### src/verilog/din_pkg.sv
package din_pkg;

  localparam int NUM_INPUTS = 8;
  localparam int FUNC_W = 4;
  localparam int NUM_DOUT = 15;

  // function codes per input
  typedef enum logic [3:0] {
    FN_INACTIVE   = 4'h0,
    FN_RUN        = 4'h1,
    FN_HOLD       = 4'h2,
    FN_CONTINUE   = 4'h3,
    FN_END        = 4'h4,
    FN_WAIT       = 4'h5,
    FN_STEP_BACK  = 4'h6,
    FN_STEP_FWD   = 4'h7,
    FN_CHAMBER_OFF = 4'h8,
    FN_ALL_OFF    = 4'h9,
    FN_EVENT_OFF  = 4'hA,
    FN_EVENT_CTRL = 4'hB
  } din_func_t;

  // program sequencer state
  typedef enum logic [1:0] {
    PRG_IDLE = 2'h0,
    PRG_RUN  = 2'h1,
    PRG_HOLD = 2'h2,
    PRG_WAIT = 2'h3
  } prg_state_t;

  // register byte addresses
  localparam logic [7:0] ADDR_MODE = 8'h00;
  localparam logic [7:0] ADDR_FUNC_LO = 8'h04;
  localparam logic [7:0] ADDR_FUNC_HI = 8'h08;
  localparam logic [7:0] ADDR_STATUS = 8'h0C;
  localparam logic [7:0] ADDR_PRG = 8'h10;
  localparam logic [7:0] ADDR_OVR = 8'h14;

  localparam logic [31:0] MODE_RESET = 32'h0000_00FF;
  localparam logic [31:0] FUNC_RESET = 32'h0000_0000;

  localparam logic [1:0] RESP_OKAY = 2'h0;
  localparam logic [1:0] RESP_SLVERR = 2'h2;

  // sequencer commands, one-cycle pulses to the program sequencer
  typedef struct packed {
    logic start;
    logic hold;
    logic resume;
    logic stop;
    logic clear_events;
    logic step_fwd;
    logic step_back;
  } seq_cmd_t;

  // level-held output overrides
  typedef struct packed {
    logic chamber_off;
    logic event_off;
  } out_ovr_t;

endpackage
### src/verilog/digital_input_event_handler.sv
`timescale 1ns/10ps
// Notes on behaviour
// RQ1: eight inputs, each with its own transition mode and function.
// RQ2: each input fires on rising or falling edge per its mode bit.
// RQ3: level functions see on as high in rising mode, low in falling.
// RQ4: one function code per input; inactive code disables the input.
// RQ5: run edge starts program at step one when idle; no action in run or wait.
// RQ6: run edge during hold returns program to run, no restart.
// RQ7: hold edge holds a running program; ignored when not running.
// RQ8: continue edge resumes a held program; ignored otherwise.
// RQ9: end edge stops program, clears events; nothing when idle.
// RQ10: single-shot functions act once per qualifying edge only.
// RQ11: wait function triggers the sequencer's wait-for-input step.
// RQ12: wait edges before the wait state are discarded.
// RQ13: step forward/back move one step only if held before input on.
// RQ14: chamber-outputs-off input on forces chamber outputs off.
// RQ15: all-outputs-off forces chamber and event outputs off.
// RQ16: event-outputs-off forces customer event outputs off.
// RQ17: event-output-control passes input on state to its outputs.
// RQ18: several inputs may share a function; conflicts are software's.
// RQ19: inputs registered; edge by comparing sample with previous.
module digital_input_event_handler #(
  parameter int N = din_pkg::NUM_INPUTS
) (
  input wire logic aclk,
  input wire logic aresetn,
  input wire logic [N-1:0] din,
  input wire logic wait_step,
  input wire logic [3:0] wait_sel,
  output din_pkg::seq_cmd_t seq_cmd,
  output logic wait_release,
  output din_pkg::out_ovr_t ovr,
  output logic [N-1:0] evt_ctrl,
  output din_pkg::prg_state_t prg_state,
  input wire logic [7:0] s_axi_awaddr,
  input wire logic s_axi_awvalid,
  output logic s_axi_awready,
  input wire logic [31:0] s_axi_wdata,
  input wire logic [3:0] s_axi_wstrb,
  input wire logic s_axi_wvalid,
  output logic s_axi_wready,
  output logic [1:0] s_axi_bresp,
  output logic s_axi_bvalid,
  input wire logic s_axi_bready,
  input wire logic [7:0] s_axi_araddr,
  input wire logic s_axi_arvalid,
  output logic s_axi_arready,
  output logic [31:0] s_axi_rdata,
  output logic [1:0] s_axi_rresp,
  output logic s_axi_rvalid,
  input wire logic s_axi_rready
);

  // ---------------------------------------------------------------
  // functions
  // ---------------------------------------------------------------
  function automatic din_pkg::din_func_t func_of(
    input logic [63:0] f, input int i);
    func_of = din_pkg::din_func_t'(f[i*din_pkg::FUNC_W +: din_pkg::FUNC_W]);
  endfunction

  function automatic logic [31:0] merge(input logic [31:0] old,
    input logic [31:0] nw, input logic [3:0] strb);
    logic [31:0] r;
    r = old;
    for (int b = 0; b < 4; b++) begin
      if (strb[b]) begin
        r[b*8 +: 8] = nw[b*8 +: 8];
      end
    end
    merge = r;
  endfunction

  // ---------------------------------------------------------------
  // configuration registers
  // ---------------------------------------------------------------
  logic [31:0] mode_q;
  logic [63:0] func_q;
  logic [7:0] awaddr_q;
  logic aw_held_q;
  logic [31:0] wdata_q;
  logic [3:0] wstrb_q;
  logic w_held_q;
  logic do_write;

  assign do_write = aw_held_q && w_held_q && !s_axi_bvalid;

  // address and data taken in either order, response after both
  always_ff @(posedge aclk) begin
    if (!aresetn) begin
      aw_held_q <= 1'b0;
      w_held_q <= 1'b0;
      awaddr_q <= 8'h00;
      wdata_q <= 32'h0000_0000;
      wstrb_q <= 4'h0;
      s_axi_awready <= 1'b0;
      s_axi_wready <= 1'b0;
      s_axi_bvalid <= 1'b0;
      s_axi_bresp <= din_pkg::RESP_OKAY;
    end else begin
      s_axi_awready <= !aw_held_q && !s_axi_awready && s_axi_awvalid;
      s_axi_wready <= !w_held_q && !s_axi_wready && s_axi_wvalid;
      if (s_axi_awready && s_axi_awvalid) begin
        aw_held_q <= 1'b1;
        awaddr_q <= s_axi_awaddr;
      end
      if (s_axi_wready && s_axi_wvalid) begin
        w_held_q <= 1'b1;
        wdata_q <= s_axi_wdata;
        wstrb_q <= s_axi_wstrb;
      end
      if (do_write) begin
        aw_held_q <= 1'b0;
        w_held_q <= 1'b0;
        s_axi_bvalid <= 1'b1;
        unique case (awaddr_q)
          din_pkg::ADDR_MODE, din_pkg::ADDR_FUNC_LO,
          din_pkg::ADDR_FUNC_HI: s_axi_bresp <= din_pkg::RESP_OKAY;
          default: s_axi_bresp <= din_pkg::RESP_SLVERR;
        endcase
      end else if (s_axi_bvalid && s_axi_bready) begin
        s_axi_bvalid <= 1'b0;
      end
    end
  end

  always_ff @(posedge aclk) begin
    if (!aresetn) begin
      mode_q <= din_pkg::MODE_RESET;
      func_q <= {din_pkg::FUNC_RESET, din_pkg::FUNC_RESET};
    end else if (do_write) begin
      unique case (awaddr_q)
        din_pkg::ADDR_MODE: mode_q <= merge(mode_q, wdata_q, wstrb_q);
        din_pkg::ADDR_FUNC_LO:
          func_q[31:0] <= merge(func_q[31:0], wdata_q, wstrb_q); // [RQ4]
        din_pkg::ADDR_FUNC_HI:
          func_q[63:32] <= merge(func_q[63:32], wdata_q, wstrb_q);
        default: ;
      endcase
    end
  end

  // ---------------------------------------------------------------
  // input sampling and edges
  // ---------------------------------------------------------------
  logic [N-1:0] samp_q;
  logic [N-1:0] prev_q;
  logic [N-1:0] on_lvl;
  logic [N-1:0] fire;

  // inputs are taken as synchronous; one sample stage plus history
  always_ff @(posedge aclk) begin
    if (!aresetn) begin
      samp_q <= '0;
      prev_q <= '0;
    end else begin
      samp_q <= din; // [RQ19]
      prev_q <= samp_q;
    end
  end

  // high mode bit: on = voltage present; low mode: on = voltage absent
  assign on_lvl = ~(samp_q ^ mode_q[N-1:0]) ; // [RQ3]
  // the edge into the on state is the configured transition
  assign fire = (samp_q ^ prev_q) & on_lvl; // [RQ2] [RQ10] [RQ19]

  // ---------------------------------------------------------------
  // function decode
  // ---------------------------------------------------------------
  logic f_run, f_hold, f_cont, f_end, f_fwd, f_back;
  logic [N-1:0] f_wait;
  logic l_cham, l_all, l_evt;
  logic [N-1:0] l_ctrl;

  // several inputs may share a function; their effects OR, except wait and event control, which stay per input
  always_comb begin
    f_run = 1'b0;
    f_hold = 1'b0;
    f_cont = 1'b0;
    f_end = 1'b0;
    f_fwd = 1'b0;
    f_back = 1'b0;
    f_wait = '0;
    l_cham = 1'b0;
    l_all = 1'b0;
    l_evt = 1'b0;
    l_ctrl = '0;
    for (int i = 0; i < N; i++) begin // [RQ1] [RQ18]
      unique case (func_of(func_q, i))
        din_pkg::FN_INACTIVE: ; // [RQ4]
        din_pkg::FN_RUN: f_run = f_run | fire[i];
        din_pkg::FN_HOLD: f_hold = f_hold | fire[i];
        din_pkg::FN_CONTINUE: f_cont = f_cont | fire[i];
        din_pkg::FN_END: f_end = f_end | fire[i];
        din_pkg::FN_WAIT: f_wait[i] = fire[i]; // [RQ11]
        din_pkg::FN_STEP_BACK: f_back = f_back | fire[i];
        din_pkg::FN_STEP_FWD: f_fwd = f_fwd | fire[i];
        din_pkg::FN_CHAMBER_OFF: l_cham = l_cham | on_lvl[i]; // [RQ14]
        din_pkg::FN_ALL_OFF: l_all = l_all | on_lvl[i]; // [RQ15]
        din_pkg::FN_EVENT_OFF: l_evt = l_evt | on_lvl[i]; // [RQ16]
        din_pkg::FN_EVENT_CTRL: l_ctrl[i] = on_lvl[i]; // [RQ17]
        default: ;
      endcase
    end
  end

  // ---------------------------------------------------------------
  // program state tracking and commands
  // ---------------------------------------------------------------
  din_pkg::prg_state_t prg_d;
  din_pkg::seq_cmd_t cmd_d;
  logic wait_hit;

  // only an edge seen while waiting counts; earlier ones are gone
  assign wait_hit = (prg_state == din_pkg::PRG_WAIT) &&
    f_wait[wait_sel[2:0]]; // [RQ12]

  // end has priority over run, hold, continue in one cycle
  always_comb begin
    prg_d = prg_state;
    cmd_d = '0;
    if (wait_step && prg_state == din_pkg::PRG_RUN) begin
      prg_d = din_pkg::PRG_WAIT;
    end
    if (f_end && prg_state != din_pkg::PRG_IDLE) begin // [RQ9]
      cmd_d.stop = 1'b1;
      cmd_d.clear_events = 1'b1;
      prg_d = din_pkg::PRG_IDLE;
    end else begin
      unique case (prg_state)
        din_pkg::PRG_IDLE: begin
          if (f_run) begin // [RQ5]
            cmd_d.start = 1'b1;
            prg_d = din_pkg::PRG_RUN;
          end
        end
        din_pkg::PRG_HOLD: begin
          if (f_run || f_cont) begin // [RQ6] [RQ8]
            cmd_d.resume = 1'b1;
            prg_d = din_pkg::PRG_RUN;
          end else begin
            cmd_d.step_fwd = f_fwd; // [RQ13]
            cmd_d.step_back = f_back && !f_fwd; // [RQ13]
          end
        end
        din_pkg::PRG_RUN, din_pkg::PRG_WAIT: begin
          if (f_hold) begin // [RQ7]
            cmd_d.hold = 1'b1;
            prg_d = din_pkg::PRG_HOLD;
          end else if (wait_hit) begin // [RQ11]
            prg_d = din_pkg::PRG_RUN;
          end
        end
      endcase
    end
  end

  always_ff @(posedge aclk) begin
    if (!aresetn) begin
      prg_state <= din_pkg::PRG_IDLE;
      seq_cmd <= '0;
      wait_release <= 1'b0;
    end else begin
      prg_state <= prg_d;
      seq_cmd <= cmd_d; // [RQ10]
      wait_release <= wait_hit && !f_hold && !f_end;
    end
  end

  always_ff @(posedge aclk) begin
    if (!aresetn) begin
      ovr <= '0;
      evt_ctrl <= '0;
    end else begin
      ovr.chamber_off <= l_cham | l_all; // [RQ14] [RQ15]
      ovr.event_off <= l_evt | l_all; // [RQ15] [RQ16]
      evt_ctrl <= l_ctrl; // [RQ17]
    end
  end

  // ---------------------------------------------------------------
  // read channel
  // ---------------------------------------------------------------
  always_ff @(posedge aclk) begin
    if (!aresetn) begin
      s_axi_arready <= 1'b0;
      s_axi_rvalid <= 1'b0;
      s_axi_rdata <= 32'h0000_0000;
      s_axi_rresp <= din_pkg::RESP_OKAY;
    end else begin
      s_axi_arready <= !s_axi_rvalid && !s_axi_arready && s_axi_arvalid;
      if (s_axi_arready && s_axi_arvalid) begin
        s_axi_rvalid <= 1'b1;
        s_axi_rresp <= din_pkg::RESP_OKAY;
        unique case (s_axi_araddr)
          din_pkg::ADDR_MODE: s_axi_rdata <= mode_q;
          din_pkg::ADDR_FUNC_LO: s_axi_rdata <= func_q[31:0];
          din_pkg::ADDR_FUNC_HI: s_axi_rdata <= func_q[63:32];
          din_pkg::ADDR_STATUS:
            s_axi_rdata <= {16'h0000, 8'(on_lvl), 8'(samp_q)};
          din_pkg::ADDR_PRG: s_axi_rdata <= {30'h0, prg_state};
          din_pkg::ADDR_OVR:
            s_axi_rdata <= {22'h0, 8'(evt_ctrl), ovr};
          default: begin
            s_axi_rdata <= 32'h0000_0000;
            s_axi_rresp <= din_pkg::RESP_SLVERR;
          end
        endcase
      end else if (s_axi_rvalid && s_axi_rready) begin
        s_axi_rvalid <= 1'b0;
      end
    end
  end

  // ---------------------------------------------------------------
  // checks
  // ---------------------------------------------------------------
  logic [N-1:0] ctrl_sel;

  // own decode of the pass-through inputs, so the check is not circular
  always_comb begin
    ctrl_sel = '0;
    for (int i = 0; i < N; i++) begin
      ctrl_sel[i] = func_of(func_q, i) == din_pkg::FN_EVENT_CTRL;
    end
  end
endmodule

### config.mk
export PLATFORM = sky130hd
export DESIGN_NAME = digital_input_event_handler
export DESIGN_NICKNAME = d
export VERILOG_FILES = /design/src/verilog/din_pkg.sv /design/src/verilog/digital_input_event_handler.sv
export SDC_FILE = /design/constraint.sdc
export NUM_CORES = 1
export LEC_CHECK = 0
export CAP_MARGIN = 20
export CORE_MARGIN = 2
export CORE_UTILIZATION = 57
export DETAILED_ROUTE_END_ITERATION = 6
export DONT_BUFFER_PORTS = 1
export GPL_TIMING_DRIVEN = 0
export PLACE_DENSITY = 0.78
export SETUP_SLACK_MARGIN = 0.05
export SKIP_LAST_GASP = 1
export SYNTH_ARGS = -nofsm -noshare
export SYNTH_HDL_FRONTEND = slang
export SYNTH_SLANG_ARGS = --single-unit
### constraint.sdc
create_clock -name aclk -period 1.9 [get_ports aclk]
set_clock_uncertainty 0.1 [all_clocks]
set_input_delay 0.19 -clock aclk [delete_from_list [all_inputs] [get_ports aclk]]
set_output_delay 0.19 -clock aclk [all_outputs]
set_load 0.01 [all_outputs]
==> results.ini, run 1 <==
[synth]
synthMuxAreaShare_pct=7.172
ys_async_sr_fraction_pct=0
synth_top_area_cell=dfxtp_1
synth_simple_gate_area_share_pct=21.48
synthTopCellsByCount=dfxtp_1, nand2_1, nor2_1
yosysWarnings=0
synth-seq-cells=216
synth_adder_area_share_pct=0
synth_top_family_by_area=simple AND/OR/NAND/NOR gates
synth_flop_cell=dfxtp_1
synth_cell_type_count=65
synth_edf_count=0
synth_top_area_share_pct=46.94
yosysSeqAreaShare_pct=46.94
syn_avg_cell_area_um2=8.521
yosysMostFrequentCell=dfxtp_1
synthCells=1081
synth_xor_area_share_pct=0.7607
synth_compound_area_share_pct=19.98
syn_area_mm2=0.009211
synth_area_leaders=dfxtp_1, nand2_1, mux2i_1, a21oi_1, nor2_1

[power]
pwr-share-comb_pct=5.4
power.ir.vdd_worst_mv=0.7784
power.density_mw_per_mm2=822.2
power.net_switching_mw=2.286
power_frac_clock_pct=45.8
power_leakage_nw=4.233
switching_share_pct=23.96
internal-power_mw=7.254
pwr-share-seq_pct=48.8
total_power_mw=9.540

[grt]
top_usage_layer=met2
grt_max_degree=15
first_global_vias=8980
grt_pass1_wl_um=50070
gr-total-overflow=0
grt_util_met2_pct=59.77
grtUsageTotal_pct=36.88
antenna_found_initial=1
grt_use_met3_pct=7.909
met1_usage_pct=46.73

[drt]
num_vias=9313
viasPerCell=6.558
first_pass_iters=7
antenna_left=0
wl_um=33670
drt_iter0_drc=1048
wire_per_inst_um=23.71
drc=0

[sta]
setup_viol=10
final.setup.tns_ps=-1317
period_share_pct=116.2
timing.final.ws_setup_ps=-308.7
whs_ps=30.28
final-hold-violation-count=0
grt_setup_unrepaired=true
max_slew_margin_pct=45.40
fin_crit_ps=2209
clock.fmax_mhz=452.8
worst_pin_slew_ps=818.9
report.final.slew_viol_count=0

[place]
io_buffers=0
place_ws_ps=-664.5
dpl-instance-area_mm2=0.009509
gp_congestion=0.9618
dp_hpwl_um=22350

[floorplanning]
die_w_um=131.1
num_rows=46
start_util_pct=58.20
die_area_mm2=0.01719
die_y_um=131.1
top_level_ports=133
core_area_mm2=0.01583

[flow_run]
drv_cap=0

[cts]
cts_tree=built
root_buffer=clkbuf_16
clkSlewWorstSetupHoldPaths_ps=60
h-tree-depth=1
clock-sinks=216
clockBufferDepth=3
clk_latency_ps=530
cts_buffers=22

[setup_path]
worstPathMaxFanout=5
cp_data_arrival_time_ps=2500
crit_required_ps=2200
path_class=reg2reg
start_kind=register
worstSetupEndpointType=register

[layout]
fillers=1129
finish.net_count=1258
drive_gt1_share_pct=15.47
design_area_mm2=0.01160
area_growth_pct=25.96

[outcome]
violations=setup timing
status=complete, but fails checks

[worst_hold_path]
hp-class=in2reg

==> sequential cells by signal, indices dropped and copies added, names as in the netlist, 2 cells and up <==
register and count:
ovr 2, func_q 64, samp_q 8, s_axi_rdata 32
prev_q 8, evt_ctrl 8, prg_state 2, wdata_q 32
mode_q 32, seq_cmd 6, awaddr_q 8, wstrb_q 4
==> through the flow <==
step	instances	utilization [%]
6_report	1420	73.30
5_1_grt	1419	73.29
4_1_cts	1413	71.45
3_5_place_dp	1298	60.08
3_3_place_gp	1298	60.08
2_1_floorplan	1082	-
==> cell usage in the layout (no fill, tap or decap), types with 4 or more instances in the layout <==
master,netlist,layout
nand3_4,0,8
a221oi_1,8,8
buf_2,6,6
o211ai_1,4,4
buf_4,6,18
o22ai_1,13,13
o2111ai_1,25,18
xor2_1,6,5
dfxtp_2,0,20
o2bb2ai_1,6,6
nand2_1,185,184
clkbuf_16,0,22
dfxtp_1,216,193
clkinv_2,0,5
nor2b_1,11,10
nor3_1,23,18
o2111ai_2,1,7
o221ai_1,10,10
and2_1,18,17
nor2_4,1,9
nor2_1,106,98
nand4_1,6,6
a22oi_1,26,26
o21ai_1,9,22
clkbuf_8,0,8
nand2b_1,4,4
o21ai_0,57,43
mux2i_1,66,65
inv_1,16,16
nor3b_2,1,5
and3b_2,0,5
a21oi_1,104,103
nor4_1,7,4
buf_6,1,8
dlygate4sd3_1,0,70
clkbuf_2,0,14
clkbuf_1,45,24
nand3_1,18,9
a32o_1,5,5
==> area by class of cell <==
class	count	area, µm²	area share (%)
inverter	17	63.81	0.5500
multi-input combinational	787	5020	43.27
sequential	216	4360	37.58
clock buffer	31	664.4	5.726
timing repair buffer	87	839.6	7.236
buffer	55	300.3	2.588
antenna	2	5.005	0.04314
clock inverter	9	78.83	0.6794
tap	216	270.3	2.329
==> critical path: stages (launching register included) <==
cell and delay [ps]:
dfxtp_2 370, and3b_2 260, o2111ai_1 230, nand4_1 120
or4b_4 520, and3_4 200, a311o_1 270
==> logic make-up after synthesis <==
logic type | Yosys count
AND/OR/NAND/NOR | 421
AO/OA/AOI/OAI | 290
flip-flops | 216
buffers and inverters | 79
multiplexers | 66
XOR/XNOR | 8
other | 1
==> what timing repair did <==
action,4_1_cts,5_1_grt
setup endpoints to repair,158,167
gates resized for setup,80,88
buffers inserted,10,7
hold endpoints to repair,76,2
cloned,0,0
hold buffers,68,2
pin swaps,9,20
==> final timing paths <==
| check | start | to | slack (ps) | depth (start not counted) |
|---|---|---|---|---|
| worst max-delay path | mode_q[7] | prg_state[1] | -310 | 6 |
| worst min-delay path | wait_sel[2] | wait_release | 30 | 4 |
| worst max register to register | mode_q[7] | prg_state[1] | -310 | 6 |
| worst min register to register | w_held_q | s_axi_wready | 350 | 1 |
==> layer usage <==
metal	share of wire, %	wire length (µm)
met5	0	0
met1	38	12740
met3	11	3697
met4	6.0	2033
met2	45	15210
==> power groups by stage <==
stage	sequential (mW)	clock (mW)	combinational (mW)
finish	4.66	4.37	0.513
global route	4.66	4.55	0.539
CTS	4.65	4.36	0.463
global placement	4.74	0	0.308
floorplan	4.72	0	0.211
detailed placement	4.74	0	0.313
Note: power is estimated with default switching activity, not from simulation.
==> run 2: changes to the inputs <==
--- a/config.mk
+++ b/config.mk
@@ -8,6 +8,7 @@
 export CAP_MARGIN = 20
 export CORE_MARGIN = 2
 export CORE_UTILIZATION = 57
+export CTS_BUF_LIST = sky130_fd_sc_hd__clkbuf_4 sky130_fd_sc_hd__clkbuf_8 sky130_fd_sc_hd__clkbuf_16
 export DETAILED_ROUTE_END_ITERATION = 6
 export DONT_BUFFER_PORTS = 1
 export GPL_TIMING_DRIVEN = 0
==> run 2 against run 1 <==
The flow still finishes with violations (setup timing). Clock power about the same. Via count down 0.67%. Hold slack better by 4.2 ps. Fmax up 0.38%. Sequential power about the same. Sequential share of layout area about the same. Cell count about the same. Critical path depth up 1. Non-clock buffer count unchanged. Cell area about the same.
==> results.ini, run 2 (synthesis gave the netlist of run 1 again) <==
[power]
power.ir.vdd_worst_mv=0.7777
power_leakage_nw=4.236
power.density_mw_per_mm2=822.5

[floorplanning]
die_y_um=131.1
top_level_ports=133
die_w_um=131.1
die_area_mm2=0.01719
num_rows=46
core_area_mm2=0.01583
start_util_pct=58.20

[grt]
grt_use_met3_pct=7.870
grt_util_met2_pct=59.74
antenna_found_initial=1
top_usage_layer=met2
grtUsageTotal_pct=36.90
met1_usage_pct=46.83
gr-total-overflow=0
grt_max_degree=15
grt_pass1_wl_um=50100
first_global_vias=8965

[place]
placedCellCount=1298
dp_hpwl_um=22350
io_buffers=0
gp_congestion=0.9618

[sta]
report.final.slew_viol_count=0
setup_viol=10
grt_setup_unrepaired=true
timing.final.ws_setup_ps=-300.4
final-hold-violation-count=0
period_share_pct=115.8
clock.fmax_mhz=454.5
worst_pin_slew_ps=825.4
final.setup.tns_ps=-1319
fin_crit_ps=2200
max_slew_margin_pct=44.97

[layout]
largest_reg_flops=64
final_common_cell=dfxtp_1
top_register=func_q
fillers=1126
instances_no_fill=1419
area_growth_pct=25.99
finish.net_count=1258
drive_gt1_share_pct=15.64
final_cell_mix=dfxtp_1, nand2_1, a21oi_1

[cts]
clk_latency_ps=530
h-tree-depth=1
cts_tree=built
root_buffer=clkbuf_16
clkSlewWorstSetupHoldPaths_ps=70
clockBufferDepth=3
cts_buffers=22
clock-sinks=216

[worst_hold_path]
hp-class=in2reg
holdPathStages=4
worstHoldEndpoint=s_axi_rdata[1]
worstHoldStart=s_axi_araddr[2]

[drt]
wire_per_inst_um=23.78
wl_um=33740
viasPerCell=6.519
antenna_left=0
num_vias=9251
first_pass_iters=6
drc=0
drt_iter0_drc=1087

[setup_path]
reg2reg_slack_ps=-300
crit_required_ps=2200
path_class=reg2reg
reg2reg_depth=7
reg2reg_from=samp_q[5]
start_kind=register
r2r_end=prg_state[1]
cp_data_arrival_time_ps=2500
worstSetupEndpointType=register
worstPathMaxFanout=6

[outcome]
status=complete, but fails checks
violations=setup timing

[flow_run]
drv_cap=0

## run 2: cell types whose count changed in the layout (fill, tap and decap cells not counted), sizes merged
cell   delta
diode     -1
## run 2: worst max path at each step
stage              start           end  slack (ps)  cells past startpoint
6_report       samp_q[5]  prg_state[1]        -300                      7
5_1_grt        mode_q[6]  prg_state[1]        -350                      6
4_1_cts        samp_q[5]  prg_state[1]        -300                      7
3_5_place_dp   aw_held_q    func_q[61]        -660                      6
3_3_place_gp   aw_held_q    func_q[56]        -620                      6
2_1_floorplan  samp_q[5]  prg_state[1]        -150                      7
## run 2: report_power, final
group	internal (mW)	total, mW	leakage, nW	switching, mW
registers	4.58	4.66	1.75	0.0751
logic	0.207	0.515	2.12	0.309
clock network	2.48	4.37	0.369	1.89
## run 2: worst max-delay path: stages, from the launching register on
cell       delay (ps)
dfxtp_4           370
and3b_1           210
buf_6             140
o2111ai_4         170
nand4_1           100
or4b_4            520
and3_4            200
a311o_1           270
## run 2: per-layer routing
| layer | vias to the layer above | part of all wire [%] |
|---|---|---|
| met2 | 643 | 45 |
| met5 | - | 0 |
| met3 | 155 | 11 |
| met4 | 0 | 5.7 |
| met1 | 4371 | 38 |
| li1 | 4082 | - |
## run 2: stage by stage
step           hold slack [ps]  total power, mW  cell area (µm²)  setup WS [ps]  utilization (%)
4_1_cts                  7.117            9.486            11320         -295.7            71.52
2_1_floorplan            206.2            4.933             9239         -148.3                -
3_3_place_gp             209.6            5.047             9509         -617.9            60.08
5_1_grt                  56.20            9.760            11600         -352.2            73.32
3_5_place_dp             213.6            5.054             9509         -664.5            60.08
6_report                 34.45            9.546            11600         -300.4            73.32
## run 2: repair_timing
action / in CTS / in global routing
gates resized for setup: 82 / 87
buffers inserted: 10 / 7
endpoints found under the hold margin: 76 / 2
setup endpoints to repair: 158 / 167
pin swaps: 7 / 20
hold buffers: 68 / 2
## run 2: cell type report
cell class                      count  area, µm²  share of cell area, %
Antenna cell                        1      2.502                0.02156
Clock buffer                       31      668.1                  5.757
Timing Repair Buffer               87      839.6                  7.234
Multi-Input combinational cell    787       5020                  43.26
Sequential cell                   216       4362                  37.58
Buffer                             55      300.3                  2.588
Clock inverter                      9      78.83                 0.6792
Inverter                           17      63.81                 0.5499
Tap cell                          216      270.3                  2.329
